[src/logic/gei_defs.svh]
// Offsets, field layout, reset values and timing counts of the edge request status block.
// Assumes a byte address of eight bits on the plain register port.
`ifndef GEI_DEFS_SVH
`define GEI_DEFS_SVH

// Register offsets
`define GEI_STATUS_OFS  8'h00
`define GEI_TYPE_OFS    8'h04
`define GEI_ENABLE_OFS  8'h08
`define GEI_CLEAR_OFS   8'h0C

// Field layout
`define GEI_TYPE_BITS   2
`define GEI_MAX_LINES   8

// Reset values
`define GEI_TYPE_RST    16'h0000
`define GEI_ENABLE_RST  8'h00

// Input samples needed before edges are trusted
`define GEI_PRIME_CYC   2'h3

`endif

[src/logic/gei_pkg.sv]
// Shared types of the edge request status block.
// Assumes nothing beyond a SystemVerilog compiler.
package gei_pkg;

	// Trigger condition of one line, in the order of its two-bit code
	typedef enum logic [1:0] {
		GEI_LOW,
		GEI_HIGH,
		GEI_FALL,
		GEI_RISE
	} gei_trig_t;

endpackage

[src/logic/gei_edge_if.sv]
// Edge and level events passed from the input sampler to the flag logic.
// Assumes both ends run on the same system clock.
`timescale 1ns/10ps

interface gei_edge_if #(
	parameter int LINES = 8
);
	logic [LINES-1:0] rise;
	logic [LINES-1:0] fall;
	logic [LINES-1:0] lvl;

	modport det (output rise, output fall, output lvl);
	modport top (input rise, input fall, input lvl);
endinterface

[src/logic/gei_edge_det.sv]
// Input synchroniser and edge detector for the general-purpose input lines.
// Assumes the inputs are asynchronous pins and clk_i is the system clock.
`timescale 1ns/10ps
`include "gei_defs.svh"

module gei_edge_det #(
	parameter int LINES = 8
) (
	// Clock and reset
	input  wire logic             clk_i,
	input  wire logic             rst_n_i,
	// Pins and events
	input  wire logic [LINES-1:0] pin_i,
	gei_edge_if.det               ev
);
	typedef struct packed {
		logic [LINES-1:0] s1;
		logic [LINES-1:0] s2;
		logic [LINES-1:0] prev;
		logic [1:0]       prime;
	} gei_det_st_t;

	gei_det_st_t st;
	gei_det_st_t next_st;
	logic        primed;

	// Shift samples; count until the previous sample holds real pin data
	always_comb begin
		next_st       = st;
		next_st.s1    = pin_i;
		next_st.s2    = st.s1;
		next_st.prev  = st.s2;
		if (st.prime != `GEI_PRIME_CYC) begin
			next_st.prime = st.prime + 2'h1;
		end
	end

	always_ff @(posedge clk_i or negedge rst_n_i) begin
		if (!rst_n_i) begin
			st <= '0;
		end else begin
			st <= next_st;
		end
	end

	// Compare each synced sample with the one before it
	assign primed  = (st.prime == `GEI_PRIME_CYC);
	assign ev.rise = primed ? (st.s2 & ~st.prev) : '0;
	assign ev.fall = primed ? (~st.s2 & st.prev) : '0;
	assign ev.lvl  = st.s2;
endmodule

[src/logic/gei_top.sv]
// Edge request status block: sticky per-line flags, request lines and register port.
// Assumes a plain register master on clk_i and asynchronous input pins.
// What this block does
// - Eight flags, bits 7..0, one per line
// - Configured edge seen sets that line's flag
// - Flag stays zero without a configured edge
// - Writing one clears exactly those flags, except a flag that a new edge sets in the same cycle
// - Flag and edge line's request hold until cleared; level line requests follow the pin
// - Type codes: low, high, falling, rising
`timescale 1ns/10ps
`include "gei_defs.svh"

module gei_top #(
	parameter int LINES = 8
) (
	// Clock and reset
	input  wire logic             clk_i,
	input  wire logic             rst_n_i,
	// Input pins
	input  wire logic [LINES-1:0] gpio_in_i,
	// Register port
	input  wire logic [7:0]       reg_addr_i,
	input  wire logic [31:0]      reg_wdata_i,
	input  wire logic             reg_wr_i,
	input  wire logic             reg_rd_i,
	output logic      [31:0]      reg_rdata_o,
	// Interrupt requests
	output logic      [LINES-1:0] gpio_irq_o,
	output logic                  irq_o
);
	if (LINES < 1 || LINES > `GEI_MAX_LINES) begin : g_bad_lines
		$error("LINES must lie between 1 and 8");
	end

	typedef struct packed {
		logic [LINES-1:0]                 flag;
		logic [`GEI_TYPE_BITS*LINES-1:0] trig;
		logic [LINES-1:0]                 en;
		logic [LINES-1:0]                 req;
		logic                             irq;
		logic [31:0]                      rdata;
	} gei_top_st_t;

	gei_top_st_t      st;
	gei_top_st_t      next_st;
	logic [LINES-1:0] edge_hit;
	logic [LINES-1:0] lvl_hit;
	logic [LINES-1:0] clr_v;
	logic [LINES-1:0] is_edge;

	gei_edge_if #(.LINES(LINES)) ev ();

	// Sampler and edge detector
	gei_edge_det #(.LINES(LINES)) u_det (
		.clk_i   (clk_i),
		.rst_n_i (rst_n_i),
		.pin_i   (gpio_in_i),
		.ev      (ev)
	);

	// Decode trigger type of one line from the packed type field
	function automatic gei_pkg::gei_trig_t trig_of(input logic [`GEI_TYPE_BITS*LINES-1:0] t, input int n);
		trig_of = gei_pkg::gei_trig_t'(t[n*`GEI_TYPE_BITS +: `GEI_TYPE_BITS]);
	endfunction

	// Per-line event match and write-one clear mask
	always_comb begin
		edge_hit = '0;
		lvl_hit  = '0;
		is_edge  = '0;
		for (int i = 0; i < LINES; i++) begin
			case (trig_of(st.trig, i))
				gei_pkg::GEI_LOW: begin
					lvl_hit[i] = ~ev.lvl[i];
				end
				gei_pkg::GEI_HIGH: begin
					lvl_hit[i] = ev.lvl[i];
				end
				gei_pkg::GEI_FALL: begin
					is_edge[i]  = 1'b1;
					edge_hit[i] = ev.fall[i];
				end
				gei_pkg::GEI_RISE: begin
					is_edge[i]  = 1'b1;
					edge_hit[i] = ev.rise[i];
				end
				default: begin
					lvl_hit[i] = 1'b0;
				end
			endcase
		end
		// Only ones in the low bits clear; zeros and upper bits do nothing
		if (reg_wr_i && (reg_addr_i == `GEI_STATUS_OFS || reg_addr_i == `GEI_CLEAR_OFS)) begin
			clr_v = reg_wdata_i[LINES-1:0];
		end else begin
			clr_v = '0;
		end
	end

	// Next state: flags, configuration, requests and read data
	always_comb begin
		next_st = st;
		// A new edge beats a clear in the same cycle
		next_st.flag = (st.flag & ~clr_v) | edge_hit;
		if (reg_wr_i && reg_addr_i == `GEI_TYPE_OFS) begin
			next_st.trig = reg_wdata_i[`GEI_TYPE_BITS*LINES-1:0];
		end
		if (reg_wr_i && reg_addr_i == `GEI_ENABLE_OFS) begin
			next_st.en = reg_wdata_i[LINES-1:0];
		end
		// Edge lines hold on the flag, level lines follow the pin
		next_st.req = next_st.flag | lvl_hit;
		next_st.irq = |(next_st.flag & next_st.en);
		next_st.rdata = '0;
		if (reg_rd_i) begin
			case (reg_addr_i)
				`GEI_STATUS_OFS: begin
					next_st.rdata = 32'(st.flag);
				end
				`GEI_TYPE_OFS: begin
					next_st.rdata = 32'(st.trig);
				end
				`GEI_ENABLE_OFS: begin
					next_st.rdata = 32'(st.en);
				end
				default: begin
					next_st.rdata = '0;
				end
			endcase
		end
	end

	// State register
	always_ff @(posedge clk_i or negedge rst_n_i) begin
		if (!rst_n_i) begin
			st       <= '0;
			st.trig  <= (`GEI_TYPE_BITS*LINES)'(`GEI_TYPE_RST);
			st.en    <= LINES'(`GEI_ENABLE_RST);
		end else begin
			st <= next_st;
		end
	end

	// Outputs straight from the state register
	assign gpio_irq_o  = st.req;
	assign irq_o       = st.irq;
	assign reg_rdata_o = st.rdata;
endmodule

[config.mk]
export PLATFORM = sky130hd
export DESIGN_NAME = gei_top
export DESIGN_NICKNAME = d
export VERILOG_FILES = /design/src/logic/gei_pkg.sv /design/src/logic/gei_edge_if.sv /design/src/logic/gei_edge_det.sv /design/src/logic/gei_top.sv
export VERILOG_INCLUDE_DIRS = /design/src /design/src/logic
export SDC_FILE = /design/constraint.sdc
export NUM_CORES = 1
export LEC_CHECK = 0
export ABC_AREA = 1
export BUFFER_PORTS_ARGS = -buffer_cell sky130_fd_sc_hd__buf_2
export CAP_MARGIN = 20
export CORE_MARGIN = 2
export CORE_UTILIZATION = 56
export CTS_CLUSTER_SIZE = 10
export DETAILED_ROUTE_END_ITERATION = 7
export HOLD_SLACK_MARGIN = 0.06
export PLACE_DENSITY = 0.84
export REMOVE_ABC_BUFFERS = 1
export SETUP_SLACK_MARGIN = 0.02
export SYNTH_ARGS = -nofsm -noshare
export SYNTH_HDL_FRONTEND = slang
export SYNTH_SLANG_ARGS = --single-unit
[constraint.sdc]
create_clock -name clk_i -period 2.6 [get_ports clk_i]
set_clock_uncertainty 0.2 [all_clocks]
set_input_delay 0.52 -clock clk_i [delete_from_list [all_inputs] [get_ports clk_i]]
set_output_delay 0.52 -clock clk_i [all_outputs]
set_load 0.02 [all_outputs]
==> metrics.cfg <==
[finish]
fin_cells=503
final_common_cell=nand2_1
layout_common_cells=91 x nand2_1, 83 x dfrtp_1, 59 x buf_2
postLayoutCellArea_um2=3990
antenna_cells=0
layout.nets=476
syn2layout_area_growth_pct=13.2
final_util_pct=66.6
drive_above_1_share_pct=22.0

[routing]
wl_per_cell_um=13.4
ant_nets=0
drt_wl_total_mm=6.72
drc=0
vias=2540
first_pass_iters=5
viasPerCell=5.05
initialDrtViolationCount=184

[worst_setup_path]
worstSetupPathType=in2reg
rrSetupSlack_ps=880
crit_fanout=20
r2r-start=u_det.st[0]$_DFFE_PN0N_
end_kind=register
r2r_cells=7
crit_path_start_kind=input port
crit_required_ps=2700
crit_path_start=reg_addr_i[1]
rr_endpoint=irq_o$_DFF_PN0_
arrival_ps=1860
crit_path_end=reg_rdata_o[2]$_DFF_PN0_

[placement]
post-place-cells=478
dp_hpwl_mm=4.39
port_buffers=60
routabilityCongestion=0.834
place_ws_ps=527
place_area_um2=3670

[global_route]
grt_pass1_wl_mm=11.2
grtUsageTotal_pct=20.4
grt-ovfl-total=0
antenna_found_initial=0
grt_start_max_net_pins=84
grt_pass1_vias=2488

[run_status]
status=finished, final reports clean

[clock_network]
insertion_delay_ps=360
clockBufferDepth=2
cts_tree=yes
cts_max_level=3
root_buffer=clkbuf_8
clock-sinks=83
numCtsBuffers=9
clkTransAtPathRegs_ps=80

[logic_synthesis]
seq_area_frac_synth_pct=58.9
synth-seq-cells=83
ys_types=22
synth_area_um2=3520
synth.avg_cell_area_um2=9.47
yosys_warnings=0
syn_inst=372

[timing]
post-route-min-period_ps=1770
fmax_mhz=567
maxSlewViolCount=0
rsz0062_at_grt=false
finalWorstSetupSlack_ps=835
timing.final.crit_share_pct=67.9
worstMarginPinSlew_ps=647
finalHoldViolCount=0
slew-limit-headroom_pct=56.7
setup_violations=0

[floorplan]
die-area_um2=6940
num_io_pins=93
core.rowCount=28
die_h_um=83.3
core_um2=5990
initial_utilization_pct=58.8
die_x_um=83.3

[power]
pwr-share-clk_pct=40.0
swShare_pct=24.5
p_per_area_nw_per_um2=646
pwr-share-comb_pct=7.3
p_int_mw=1.95
p_total_mw=2.58
p_sw_uw=631
p_seq_share_pct=52.6
irDropWorstVdd_v=0.000520
leakagePower_nw=2.10

[flow_run]
drv_cap=0

[hold_path]
min_path_type=reg2reg

==> worst min-delay path by stage <==
stage                                     start                         to  slack (ps)  cells past startpoint
detailed placement  u_det.next_st[12]$_DFF_PN0_  u_det.ev.lvl[2]$_DFF_PN0_         130                      0
floorplan                               rst_n_i    gpio_irq_o[0]$_DFF_PN0_          20                      0
global route        u_det.next_st[13]$_DFF_PN0_  u_det.ev.lvl[3]$_DFF_PN0_         160                      0
CTS                 u_det.next_st[12]$_DFF_PN0_  u_det.ev.lvl[2]$_DFF_PN0_         150                      0
finish              u_det.next_st[12]$_DFF_PN0_  u_det.ev.lvl[2]$_DFF_PN0_         150                      0
global placement    u_det.next_st[15]$_DFF_PN0_  u_det.ev.lvl[5]$_DFF_PN0_         130                      0
==> Yosys cell counts, drive strengths merged <==
cell type | n | area [um2]
a21oi | 16 | 83.8
a31o | 8 | 70.1
conb | 1 | 3.75
dfrtp | 83 | 2080
ha | 1 | 12.5
clkbuf | 3 | 11.3
buf | 45 | 333
nand3 | 27 | 135
o211ai | 8 | 60.1
nand2 | 92 | 348
xnor2 | 1 | 8.76
nand4 | 8 | 50.1
o21ai | 10 | 53.8
inv | 36 | 135
mux2 | 1 | 11.3
nor2 | 32 | 130
==> critical path: stages <==
cell and delay [ps]:
buf_2 100, nor2_1 130, nand2_1 70, nor2_1 90, buf_4 240, nand2_1 270
o211ai_1 320, nand2_1 80, inv_1 50
==> state kept, by name, summed over array words and instances, names as in the netlist <==
name,flops
st,32
u_det.st,10
u_det.next_st,8
gpio_irq_o,8
reg_rdata_o,16
irq_o,1
u_det.ev.lvl,8
==> cells by family after synthesis <==
group,after synthesis,synth area share (%)
AOI/OAI and AO/OA,42,7.60
xor gates and xnor gates,1,0.249
adders and majority gates,1,0.355
buffers and inverters,84,13.6
DFF,83,58.9
muxes,1,0.320
other,1,0.106
and+or+nand+nor,159,18.8
==> power by group through the flow <==
stage,Combinational (mW),Clock (mW),Sequential [mW]
finish,0.188,1.03,1.36
global route,0.212,1.11,1.36
CTS,0.189,1.05,1.36
floorplan,0.0820,0,1.39
detailed placement,0.177,0,1.38
global placement,0.173,0,1.38
==> area by class of cell <==
| cell class | instances | area, um2 |
|---|---|---|
| sequential | 83 | 2080 |
| fill | 456 | 2000 |
| multi-input combinational | 220 | 1020 |
| timing repair buffer | 73 | 435 |
| inverter | 36 | 135 |
| clock buffer | 9 | 124 |
| clock inverter | 7 | 98.8 |
| tap | 75 | 93.8 |
==> per-layer routing <==
layer / track usage, % / share of wire [%] / up-vias
li1: - / - / 1231
met1: 25.6 / 41 / 1187
met2: 31.7 / 49 / 110
met3: 6.16 / 8.4 / 12
met4: 11.5 / 1.6 / 0
met5: 0 / 0 / -
==> repair_timing <==
item,CTS,global route
resized for setup,0,0
hold buffers,9,0
endpoints found under the setup margin,0,0
buffers inserted,0,0
endpoints found under the hold margin,91,0
==> through the flow <==
| step | hold WS (ps) | TNS (ps) |
|---|---|---|
| 6_report | 151 | 0 |
| 5_1_grt | 162 | 0 |
| 4_1_cts | 154 | 0 |
| 3_5_place_dp | 135 | 0 |
| 3_3_place_gp | 132 | 0 |
| 2_1_floorplan | 24.4 | -2610 |
Power figures use the tool's default switching activity.
